--- src/inc/agccl_pkg.sv ---
// shared constants, field codes and carrier structs of the gain/count-limit block
package agccl_pkg;

  // register byte addresses on the register bus
  localparam logic [31:0] VOLT_GAIN_ADDR = 32'hffff0540;
  localparam logic [31:0] TEMP_GAIN_ADDR = 32'hffff0544;
  localparam logic [31:0] COUNT_LIMIT_ADDR = 32'hffff0548;
  localparam logic [31:0] COUNT_VALUE_ADDR = 32'hffff054c;
  localparam logic [31:0] MODE_ADDR = 32'hffff0500;
  localparam logic [31:0] CONFIG_ADDR = 32'hffff0504;
  localparam logic [31:0] CUR_CTRL_ADDR = 32'hffff0508;

  // values after reset
  localparam logic [15:0] COUNT_LIMIT_RST = 16'h0001;
  localparam logic [15:0] COUNT_VALUE_RST = 16'h0000;
  localparam logic [15:0] GAIN_RST = 16'h0000;
  localparam logic [15:0] CUR_CTRL_RST = 16'h0000;
  localparam logic [2:0] MODE_RST = 3'h0;
  localparam logic CFG_CNT_EN_RST = 1'b0;

  // field positions
  localparam int unsigned CFG_CNT_EN_BIT = 0;
  localparam int unsigned MODE_LSB = 0;
  localparam int unsigned MODE_W = 3;

  // converter mode codes
  localparam logic [2:0] MODE_OFF = 3'h0;
  localparam logic [2:0] MODE_CONT = 3'h1;
  localparam logic [2:0] MODE_SINGLE = 3'h2;
  localparam logic [2:0] MODE_IDLE = 3'h3;
  localparam logic [2:0] MODE_VGAIN_CAL = 3'h5;
  localparam logic [2:0] MODE_TGAIN_CAL = 3'h6;

  // least idle time before a gain write is honoured
  localparam int unsigned IDLE_TIME_NS = 23000;
  localparam int unsigned CLK_PERIOD_NS = 100;
  localparam int unsigned IDLE_CYCLES = (IDLE_TIME_NS + CLK_PERIOD_NS - 1) / CLK_PERIOD_NS;
  localparam logic [7:0] IDLE_CYC = 8'(IDLE_CYCLES);

  // bus response codes
  localparam logic [1:0] RESP_OKAY = 2'h0;
  localparam logic [1:0] RESP_SLVERR = 2'h2;

  // gain fixed point: 1.0 sits at 2**GAIN_FRAC
  localparam int unsigned GAIN_FRAC = 15;

  // master to slave signals
  typedef struct packed {
    logic awvalid;
    logic [31:0] awaddr;
    logic wvalid;
    logic [31:0] wdata;
    logic [3:0] wstrb;
    logic bready;
    logic arvalid;
    logic [31:0] araddr;
    logic rready;
  } agccl_axi_req_s;

  // slave to master signals
  typedef struct packed {
    logic awready;
    logic wready;
    logic bvalid;
    logic [1:0] bresp;
    logic arready;
    logic rvalid;
    logic [31:0] rdata;
    logic [1:0] rresp;
  } agccl_axi_rsp_s;

  // one conversion result with its strobe
  typedef struct packed {
    logic valid;
    logic [15:0] data;
  } agccl_conv_s;

endpackage : agccl_pkg

--- src/agccl_gain_scale.sv ---
// scales one channel's conversion result by its gain coefficient
`timescale 1ns/1ps
`default_nettype none
module agccl_gain_scale #(
  parameter int unsigned DW = 16,
  parameter int unsigned GW = 16,
  parameter int unsigned FRAC = agccl_pkg::GAIN_FRAC
) (
  input wire logic core_clk,
  input wire logic arst_n,
  input wire logic in_valid,
  input wire logic [DW-1:0] in_data,
  input wire logic [GW-1:0] gain,
  output logic out_valid_q,
  output logic [DW-1:0] out_data_q
);

  // full product, never truncated before the range check
  logic [DW+GW-1:0] prod;
  // bits above the kept window flag an overflow
  logic ovf;
  logic out_valid_d;
  logic [DW-1:0] out_data_d;

  // product and saturation; saturating beats wrapping for a sensor reading
  always_comb begin
    prod = {{GW{1'b0}}, in_data} * {{DW{1'b0}}, gain};
    ovf = |prod[DW+GW-1:DW+FRAC];
    out_valid_d = in_valid;
    out_data_d = out_data_q;
    if (in_valid) begin
      out_data_d = ovf ? {DW{1'b1}} : prod[DW+FRAC-1:FRAC];
    end
  end

  // result register, one cycle behind the input
  always_ff @(posedge core_clk or negedge arst_n) begin
    if (!arst_n) begin
      out_valid_q <= 1'b0;
      out_data_q <= '0;
    end else begin
      out_valid_q <= out_valid_d;
      out_data_q <= out_data_d;
    end
  end

endmodule : agccl_gain_scale
`default_nettype wire

--- src/agccl_top.sv ---
// gain calibration registers and result-count limit behind an axi4-lite slave
//
// What this block does
// keep 16-bit voltage gain, scale voltage results
// load factory gain defaults at power-on
// voltage gain calibration overwrites voltage gain
// keep 16-bit temperature gain, scale temperature results
// temperature gain calibration overwrites temperature gain
// software writes gains only after 23 us idle
// 16-bit limit of conversions per interrupt
// limit resets to one
// counting acts only while count enable set
// count equal to limit clears and continues
// mode or current control write clears count
// count enable is config bit zero
// ignore gain writes until idle time elapsed
//
// Local design decision: the AXI4-Lite interface to the registers.
`timescale 1ns/1ps
`default_nettype none
module agccl_top (
  input wire logic core_clk,
  input wire logic arst_n,
  input wire agccl_pkg::agccl_axi_req_s axi_req,
  output agccl_pkg::agccl_axi_rsp_s axi_rsp,
  input wire logic [15:0] fuse_volt_gain,
  input wire logic [15:0] fuse_temp_gain,
  input wire agccl_pkg::agccl_conv_s volt_conv,
  input wire agccl_pkg::agccl_conv_s temp_conv,
  output agccl_pkg::agccl_conv_s volt_scaled,
  output agccl_pkg::agccl_conv_s temp_scaled,
  input wire logic cur_conv_done,
  input wire logic cal_volt_done,
  input wire logic [15:0] cal_volt_value,
  input wire logic cal_temp_done,
  input wire logic [15:0] cal_temp_value,
  output logic [2:0] conv_mode_q,
  output logic [15:0] cur_ctrl_q,
  output logic irq_allow_q
);

  // bus slave state
  logic aw_have_q, aw_have_d;
  logic w_have_q, w_have_d;
  logic [31:0] waddr_q, waddr_d;
  logic [31:0] wdata_q, wdata_d;
  logic [3:0] wstrb_q, wstrb_d;
  logic awready_q, awready_d;
  logic wready_q, wready_d;
  logic bvalid_q, bvalid_d;
  logic [1:0] bresp_q, bresp_d;
  logic arready_q, arready_d;
  logic rvalid_q, rvalid_d;
  logic [31:0] rdata_q, rdata_d;
  logic [1:0] rresp_q, rresp_d;
  // handshakes and the write commit strobe
  logic aw_take, w_take, ar_take, do_write;
  // write decode
  logic wr_vgain, wr_tgain, wr_limit, wr_mode, wr_cfg, wr_cctl, wr_hit;

  // block registers
  logic [15:0] volt_gain_q, volt_gain_d;
  logic [15:0] temp_gain_q, temp_gain_d;
  logic [15:0] count_limit_q, count_limit_d;
  logic [15:0] count_value_q, count_value_d;
  logic cnt_en_q, cnt_en_d;
  logic [2:0] conv_mode_d;
  logic [15:0] cur_ctrl_d;
  logic irq_allow_d;
  // low after reset until factory gains are loaded
  logic loaded_q, loaded_d;
  // idle time counter, saturates at the threshold
  logic [7:0] idle_cnt_q, idle_cnt_d;
  logic gain_wr_ok;
  logic [15:0] count_next;

  // byte-lane merge of a 16-bit field
  function automatic logic [15:0] merge16(input logic [15:0] old, input logic [31:0] data,
                                          input logic [3:0] strb);
    logic [15:0] res;
    res[7:0] = strb[0] ? data[7:0] : old[7:0];
    res[15:8] = strb[1] ? data[15:8] : old[15:8];
    return res;
  endfunction : merge16

  assign aw_take = axi_req.awvalid & awready_q;
  assign w_take = axi_req.wvalid & wready_q;
  assign ar_take = axi_req.arvalid & arready_q;
  assign do_write = aw_have_q & w_have_q & ~bvalid_q;

  // address decode of the held write
  always_comb begin
    wr_vgain = do_write & (waddr_q == agccl_pkg::VOLT_GAIN_ADDR);
    wr_tgain = do_write & (waddr_q == agccl_pkg::TEMP_GAIN_ADDR);
    wr_limit = do_write & (waddr_q == agccl_pkg::COUNT_LIMIT_ADDR);
    wr_mode = do_write & (waddr_q == agccl_pkg::MODE_ADDR);
    wr_cfg = do_write & (waddr_q == agccl_pkg::CONFIG_ADDR);
    wr_cctl = do_write & (waddr_q == agccl_pkg::CUR_CTRL_ADDR);
    // count value is read only but mapped, so a write to it is accepted and dropped
    wr_hit = wr_vgain | wr_tgain | wr_limit | wr_mode | wr_cfg | wr_cctl |
             (waddr_q == agccl_pkg::COUNT_VALUE_ADDR);
  end

  // write channel: address and data taken in either order, answer after both
  always_comb begin
    aw_have_d = aw_have_q;
    w_have_d = w_have_q;
    waddr_d = waddr_q;
    wdata_d = wdata_q;
    wstrb_d = wstrb_q;
    bvalid_d = bvalid_q;
    bresp_d = bresp_q;
    if (aw_take) begin
      aw_have_d = 1'b1;
      waddr_d = axi_req.awaddr;
    end
    if (w_take) begin
      w_have_d = 1'b1;
      wdata_d = axi_req.wdata;
      wstrb_d = axi_req.wstrb;
    end
    if (do_write) begin
      // unmapped addresses get a slave error
      aw_have_d = 1'b0;
      w_have_d = 1'b0;
      bvalid_d = 1'b1;
      bresp_d = wr_hit ? agccl_pkg::RESP_OKAY : agccl_pkg::RESP_SLVERR;
    end else if (bvalid_q & axi_req.bready) begin
      bvalid_d = 1'b0;
    end
    // one write at a time: no new address or data while one is open
    awready_d = ~aw_have_d & ~bvalid_d;
    wready_d = ~w_have_d & ~bvalid_d;
  end

  // read channel: data one cycle after the address is taken
  always_comb begin
    rvalid_d = rvalid_q;
    rdata_d = rdata_q;
    rresp_d = rresp_q;
    if (ar_take) begin
      rvalid_d = 1'b1;
      rresp_d = agccl_pkg::RESP_OKAY;
      case (axi_req.araddr)
        agccl_pkg::VOLT_GAIN_ADDR: rdata_d = {16'h0000, volt_gain_q};
        agccl_pkg::TEMP_GAIN_ADDR: rdata_d = {16'h0000, temp_gain_q};
        agccl_pkg::COUNT_LIMIT_ADDR: rdata_d = {16'h0000, count_limit_q};
        agccl_pkg::COUNT_VALUE_ADDR: rdata_d = {16'h0000, count_value_q};
        agccl_pkg::MODE_ADDR: rdata_d = {29'h00000000, conv_mode_q};
        agccl_pkg::CONFIG_ADDR: rdata_d = {31'h00000000, cnt_en_q};
        agccl_pkg::CUR_CTRL_ADDR: rdata_d = {16'h0000, cur_ctrl_q};
        default: begin
          rdata_d = 32'h00000000;
          rresp_d = agccl_pkg::RESP_SLVERR;
        end
      endcase
    end else if (rvalid_q & axi_req.rready) begin
      rvalid_d = 1'b0;
    end
    arready_d = ~rvalid_d;
  end

  // bus slave registers
  always_ff @(posedge core_clk or negedge arst_n) begin
    if (!arst_n) begin
      aw_have_q <= 1'b0;
      w_have_q <= 1'b0;
      waddr_q <= 32'h00000000;
      wdata_q <= 32'h00000000;
      wstrb_q <= 4'h0;
      awready_q <= 1'b0;
      wready_q <= 1'b0;
      bvalid_q <= 1'b0;
      bresp_q <= agccl_pkg::RESP_OKAY;
      arready_q <= 1'b0;
      rvalid_q <= 1'b0;
      rdata_q <= 32'h00000000;
      rresp_q <= agccl_pkg::RESP_OKAY;
    end else begin
      aw_have_q <= aw_have_d;
      w_have_q <= w_have_d;
      waddr_q <= waddr_d;
      wdata_q <= wdata_d;
      wstrb_q <= wstrb_d;
      awready_q <= awready_d;
      wready_q <= wready_d;
      bvalid_q <= bvalid_d;
      bresp_q <= bresp_d;
      arready_q <= arready_d;
      rvalid_q <= rvalid_d;
      rdata_q <= rdata_d;
      rresp_q <= rresp_d;
    end
  end

  // responses straight from their flops
  always_comb begin
    axi_rsp.awready = awready_q;
    axi_rsp.wready = wready_q;
    axi_rsp.bvalid = bvalid_q;
    axi_rsp.bresp = bresp_q;
    axi_rsp.arready = arready_q;
    axi_rsp.rvalid = rvalid_q;
    axi_rsp.rdata = rdata_q;
    axi_rsp.rresp = rresp_q;
  end

  // idle timer: converter must sit in idle for the full interval
  always_comb begin
    idle_cnt_d = idle_cnt_q;
    if (conv_mode_q != agccl_pkg::MODE_IDLE) begin
      idle_cnt_d = 8'h00;
    end else if (idle_cnt_q != agccl_pkg::IDLE_CYC) begin
      idle_cnt_d = idle_cnt_q + 8'h01;
    end
    gain_wr_ok = (idle_cnt_q == agccl_pkg::IDLE_CYC);
  end

  // gain, mode, config and control register next values
  always_comb begin
    loaded_d = 1'b1;
    volt_gain_d = volt_gain_q;
    temp_gain_d = temp_gain_q;
    count_limit_d = count_limit_q;
    cnt_en_d = cnt_en_q;
    conv_mode_d = conv_mode_q;
    cur_ctrl_d = cur_ctrl_q;
    if (!loaded_q) begin
      // first cycle after release takes the factory trims
      volt_gain_d = fuse_volt_gain;
      temp_gain_d = fuse_temp_gain;
    end else begin
      // early gain writes are silently dropped, still answered okay
      if (wr_vgain & gain_wr_ok) begin
        volt_gain_d = merge16(volt_gain_q, wdata_q, wstrb_q);
      end
      if (wr_tgain & gain_wr_ok) begin
        temp_gain_d = merge16(temp_gain_q, wdata_q, wstrb_q);
      end
      // a finished calibration wins over a software write in the same cycle
      if (cal_volt_done) begin
        volt_gain_d = cal_volt_value;
      end
      if (cal_temp_done) begin
        temp_gain_d = cal_temp_value;
      end
    end
    if (wr_limit) begin
      count_limit_d = merge16(count_limit_q, wdata_q, wstrb_q);
    end
    if (wr_cfg & wstrb_q[0]) begin
      cnt_en_d = wdata_q[agccl_pkg::CFG_CNT_EN_BIT];
    end
    if (wr_cctl) begin
      cur_ctrl_d = merge16(cur_ctrl_q, wdata_q, wstrb_q);
    end
    // calibration end returns the converter to idle
    if ((cal_volt_done & (conv_mode_q == agccl_pkg::MODE_VGAIN_CAL)) |
        (cal_temp_done & (conv_mode_q == agccl_pkg::MODE_TGAIN_CAL))) begin
      conv_mode_d = agccl_pkg::MODE_IDLE;
    end
    if (wr_mode & wstrb_q[0]) begin
      conv_mode_d = wdata_q[agccl_pkg::MODE_LSB +: agccl_pkg::MODE_W];
    end
  end

  // result counter: reconfiguring the converter restarts the count
  always_comb begin
    count_next = count_value_q + 16'h0001;
    count_value_d = count_value_q;
    irq_allow_d = 1'b0;
    if (wr_mode | wr_cctl) begin
      count_value_d = agccl_pkg::COUNT_VALUE_RST;
    end else if (cur_conv_done) begin
      if (!cnt_en_q) begin
        // counting off: every conversion may interrupt, except one that meets a mode or current control write
        irq_allow_d = 1'b1;
      end else if (count_next == count_limit_q) begin
        count_value_d = 16'h0000;
        irq_allow_d = 1'b1;
      end else begin
        count_value_d = count_next;
      end
    end
  end

  // block registers
  always_ff @(posedge core_clk or negedge arst_n) begin
    if (!arst_n) begin
      loaded_q <= 1'b0;
      volt_gain_q <= agccl_pkg::GAIN_RST;
      temp_gain_q <= agccl_pkg::GAIN_RST;
      count_limit_q <= agccl_pkg::COUNT_LIMIT_RST;
      count_value_q <= agccl_pkg::COUNT_VALUE_RST;
      cnt_en_q <= agccl_pkg::CFG_CNT_EN_RST;
      conv_mode_q <= agccl_pkg::MODE_RST;
      cur_ctrl_q <= agccl_pkg::CUR_CTRL_RST;
      irq_allow_q <= 1'b0;
      idle_cnt_q <= 8'h00;
    end else begin
      loaded_q <= loaded_d;
      volt_gain_q <= volt_gain_d;
      temp_gain_q <= temp_gain_d;
      count_limit_q <= count_limit_d;
      count_value_q <= count_value_d;
      cnt_en_q <= cnt_en_d;
      conv_mode_q <= conv_mode_d;
      cur_ctrl_q <= cur_ctrl_d;
      irq_allow_q <= irq_allow_d;
      idle_cnt_q <= idle_cnt_d;
    end
  end

  // voltage channel scaling
  agccl_gain_scale #(
    .DW(16),
    .GW(16),
    .FRAC(agccl_pkg::GAIN_FRAC)
  ) u_volt_scale (
    .core_clk(core_clk),
    .arst_n(arst_n),
    .in_valid(volt_conv.valid),
    .in_data(volt_conv.data),
    .gain(volt_gain_q),
    .out_valid_q(volt_scaled.valid),
    .out_data_q(volt_scaled.data)
  );

  // temperature channel scaling
  agccl_gain_scale #(
    .DW(16),
    .GW(16),
    .FRAC(agccl_pkg::GAIN_FRAC)
  ) u_temp_scale (
    .core_clk(core_clk),
    .arst_n(arst_n),
    .in_valid(temp_conv.valid),
    .in_data(temp_conv.data),
    .gain(temp_gain_q),
    .out_valid_q(temp_scaled.valid),
    .out_data_q(temp_scaled.data)
  );

endmodule : agccl_top
`default_nettype wire

--- config.mk ---
export PLATFORM = sky130hd
export DESIGN_NAME = agccl_top
export DESIGN_NICKNAME = d
export VERILOG_FILES = /design/src/inc/agccl_pkg.sv /design/src/agccl_gain_scale.sv /design/src/agccl_top.sv
export SDC_FILE = /design/constraint.sdc
export NUM_CORES = 2
export LEC_CHECK = 0
export BUFFER_PORTS_ARGS = -buffer_cell sky130_fd_sc_hd__buf_2
export CAP_MARGIN = 20
export CORE_UTILIZATION = 57
export DETAILED_ROUTE_END_ITERATION = 10
export PLACE_DENSITY = 0.78
export SYNTH_ARGS = -nofsm -noshare
export SYNTH_HDL_FRONTEND = slang
export SYNTH_SLANG_ARGS = --single-unit
--- constraint.sdc ---
create_clock -name core_clk -period 8.4 [get_ports core_clk]
set_clock_uncertainty 0.1 [all_clocks]
set_input_delay 1.26 -clock core_clk [delete_from_list [all_inputs] [get_ports core_clk]]
set_output_delay 1.26 -clock core_clk [all_outputs]
set_load 0.02 [all_outputs]
==> metrics.md <==
| Metric | Value |
|---|---|
| Outcome | `finished clean` |
| Dpl hpwl | `about 54000 µm` |
| Synth Area in Compound Gates | `8.30%` |
| Largest net degree at the start of global routing | `78` |
| Post-synthesis mux area share | `5.06%` |
| Per-cell routed wire length | `20.0 µm` |
| N_diodes | `0` |
| Die X | `215 µm` |
| Most frequent cells in the layout | `inv_1, nand2_1, fa_1` |
| Slew headroom | `27.6%` |
| Max Freq | `135 MHz` |
| Simple-Gate Fraction of Synth Area | `16.0%` |
| Unrepaired setup endpoints after global routing | `false` |
| Critical path startpoint | `temp_conv[9]` |
| CP Launch Type | `input pin` |
| Crit. End Element | `flip-flop` |
| Cts hold-fix bufs | `0` |
| EDFF count, synth | `0` |
| Vias in the first global route | `approximately 22000` |
| I/O pin cnt | `303` |
| Worst Path Required | `8.72 ns` |
| Final wirelength | `around 70000 µm` |
| Synth Register Bits | `203` |
| Post-Synthesis Cell Area | `25900 µm²` |
| Core area | `44500 µm²` |
| R2R depth | `21` |
| Adder-cell share of the synthesized area | `39.7%` |
| CP max stage delay | `0.59 ns` |
| Synth Flop Type | `dfrtp_1` |
| Initial antenna violation count | `0` |
| FILL cells | `3662` |
| Clk buf depth | `3` |
| Commonest non-fill, non-tap cell in the layout | `inv_1` |
| XOR/XNOR share of the synthesized area | `2.03%` |
| Fin crit period | `7.40 ns` |
| Seq/Total Area, Yosys | `19.6%` |
| Root Buffer | `clkbuf_16` |
| Share of layout cells above drive strength 1 | `14.0%` |
| CTS Buf Count | `23` |
| Initial detailed-routing violation count | `roughly 1500` |
| Routability Congestion | `0.932` |
| Finish-stage setup viols | `0` |
| HP Class | `reg2reg` |
| Via count | `20600` |
| GRT Overall Usage | `between 30 and 40%` |
| Largest family of logic cells by synthesized area | `adder cells` |
| R2R Path Start | `temp_gain_q[1]$_DFFE_PN0P_` |
| Antenna Violating Nets Remaining | `0` |
| Synth-to-Final Area Change | `9.00%` |
| Final hold violations | `0` |
| Clk_lat worst skew | `0.56 ns` |
| Crit-path cells | `buf_2, nand2_1, fa_1, fa_1, fa_1, fa_1, inv_1, fa_1, inv_1, fa_1, inv_1, ha_1, a21oi_1, o21ai_0, a211oi_1, nor2_1, o31ai_2, o21ba_2, o41ai_2, xnor2_1, buf_4, a31oi_1` |
| Slowest CP cell | `o31ai_2` |
| H-tree Lvls | `1` |
| Vias per cell | `5.78` |
| First-pass GRT wire length | `approximately 110000 µm` |
| Setup slack, reg-to-reg | `1.09 ns` |
| Most common cell on crit path | `fa_1` |
| Synth warn | `0` |
| # port buffers | `about 270` |
| Final period utilization | `88.1%` |
| Final Max Slew Viols | `0` |
| DIE HEIGHT | `215 µm` |
| Worst setup endpoint | `u_temp_scale.out_data_q[7]$_DFFE_PN0P_` |
| Max Cap Viol | `0` |
| Total gr overflow | `0` |
| First-pass iteration count of the detailed router | `6` |
| Most flop-heavy register | `waddr_q` |
| Post-route DRC | `0` |
| CTS tree | `yes` |
| CP Buf/Inv Count | `5` |
| TNS Setup | `0 ns` |
| PostCTS Resize Cnt | `0` |
| Cell family contributing the most delay on the critical path | `adder cells` |
| Slew of the pin with the lowest slew margin | `1.08 ns` |
| Total stage count of the critical path | `22` |
| Setup CP Type | `in2reg` |
| Initial core utilization | `just under 60%` |
| DIE AREA | `46300 µm²` |
| Placement Rows | `77` |
| Reg clk slew, reported paths | `0.06 ns` |
| Endpoint of the lowest-slack register-to-register path | `u_temp_scale.out_data_q[7]$_DFFE_PN0P_` |
| Clock sink count | `203` |
| Worst EP arrival | `7.72 ns` |
| Synthesized area per cell | `about 9.3 µm²` |
| Nets | `between 3000 and 4000` |
| Syn Inst Count | `2786` |
| Setup Fix Bufs, Post-CTS | `0` |
| Asr flop ratio synth | `100%` |
| Post-synth cell types | `72` |
| CP Max Fanout | `16` |
| Max reg flops | `32` |
## cell usage after synthesis (all sizes together) (7+ instances only)
master / instances / area (µm²)
inv: 462 / 1730
nand2: 427 / 1600
fa: 386 / 7730
and2: 235 / 1470
ha: 205 / 2560
dfrtp: 202 / 5050
o21ai: 128 / 641
clkbuf: 117 / 439
mux2: 81 / 912
nor2: 69 / 259
a21oi: 66 / 330
mux2i: 40 / 400
xnor2: 38 / 333
buf: 36 / 240
a21o: 24 / 180
a31oi: 23 / 144
xor2: 22 / 193
nand3: 21 / 110
nand4: 18 / 113
nor3: 16 / 90.1
a222oi: 13 / 130
a22oi: 13 / 97.6
o22a: 13 / 114
and3: 11 / 68.8
nor4: 11 / 83.8
nor2b: 10 / 62.6
o211ai: 9 / 67.6
o31ai: 8 / 65.1
a211oi: 7 / 52.6
nand2b: 7 / 43.8
## kinds of logic (layout without fill, tap and decap cells)
logic type	after synthesis	after routing
buffers and inverters	615	783
xor gates and xnor gates	60	60
other	2	19
AOI/OAI and AO/OA	339	339
and+or+nand+nor	855	855
muxes	121	121
DFF	203	203
adders and majority gates	591	591
## final cells by class
cell class,instances,area (µm²),area share [%]
sequential,203,5080,18.0
inverter,462,1730,6.14
tap,592,741,2.62
timing repair buffer,281,1450,5.14
clock buffer,31,646,2.28
clock inverter,9,98.8,0.350
multi-input combinational,1985,18500,65.5
## worst min path at each step
stage / startpoint / end / slack (ns) / cells past startpoint
6_report: rdata_q[5]$_DFFE_PN0P_ / rdata_q[5]$_DFFE_PN0P_ / 0.37 / 1
5_1_grt: aw_have_q$_DFF_PN0_ / awready_q$_DFF_PN0_ / 0.39 / 1
4_1_cts: aw_have_q$_DFF_PN0_ / awready_q$_DFF_PN0_ / 0.37 / 1
3_5_place_dp: rdata_q[5]$_DFFE_PN0P_ / rdata_q[5]$_DFFE_PN0P_ / 0.36 / 1
3_3_place_gp: w_have_q$_DFF_PN0_ / wready_q$_DFF_PN0_ / 0.35 / 1
2_1_floorplan: w_have_q$_DFF_PN0_ / wready_q$_DFF_PN0_ / 0.33 / 1
## stage by stage
step	util, %	setup slack [ns]	instance area (µm²)	hold WS, ns	cells
final	63.5	0.996	28300	0.371	3563
after global routing	63.5	0.753	28300	0.395	3563
after CTS	63.5	0.601	28200	0.373	3561
after detailed placement	61.8	0.00748	27500	0.361	3521
after global placement	61.8	0.283	27500	0.350	3521
after floorplan	-	1.10	26000	0.332	2803
## metal layers
layer,up-vias,part of all wire (%),routed length (µm),global-route usage [%]
li1,9133,-,-,-
met1,10300,38,27100,39.4
met2,910,50,35600,54.1
met3,211,7.6,5430,4.59
met4,0,4.3,3040,12.9
met5,-,0,0,0
Power is not shown: default switching activity piles up to over one toggle a cycle in this logic, so the estimate is an artifact.
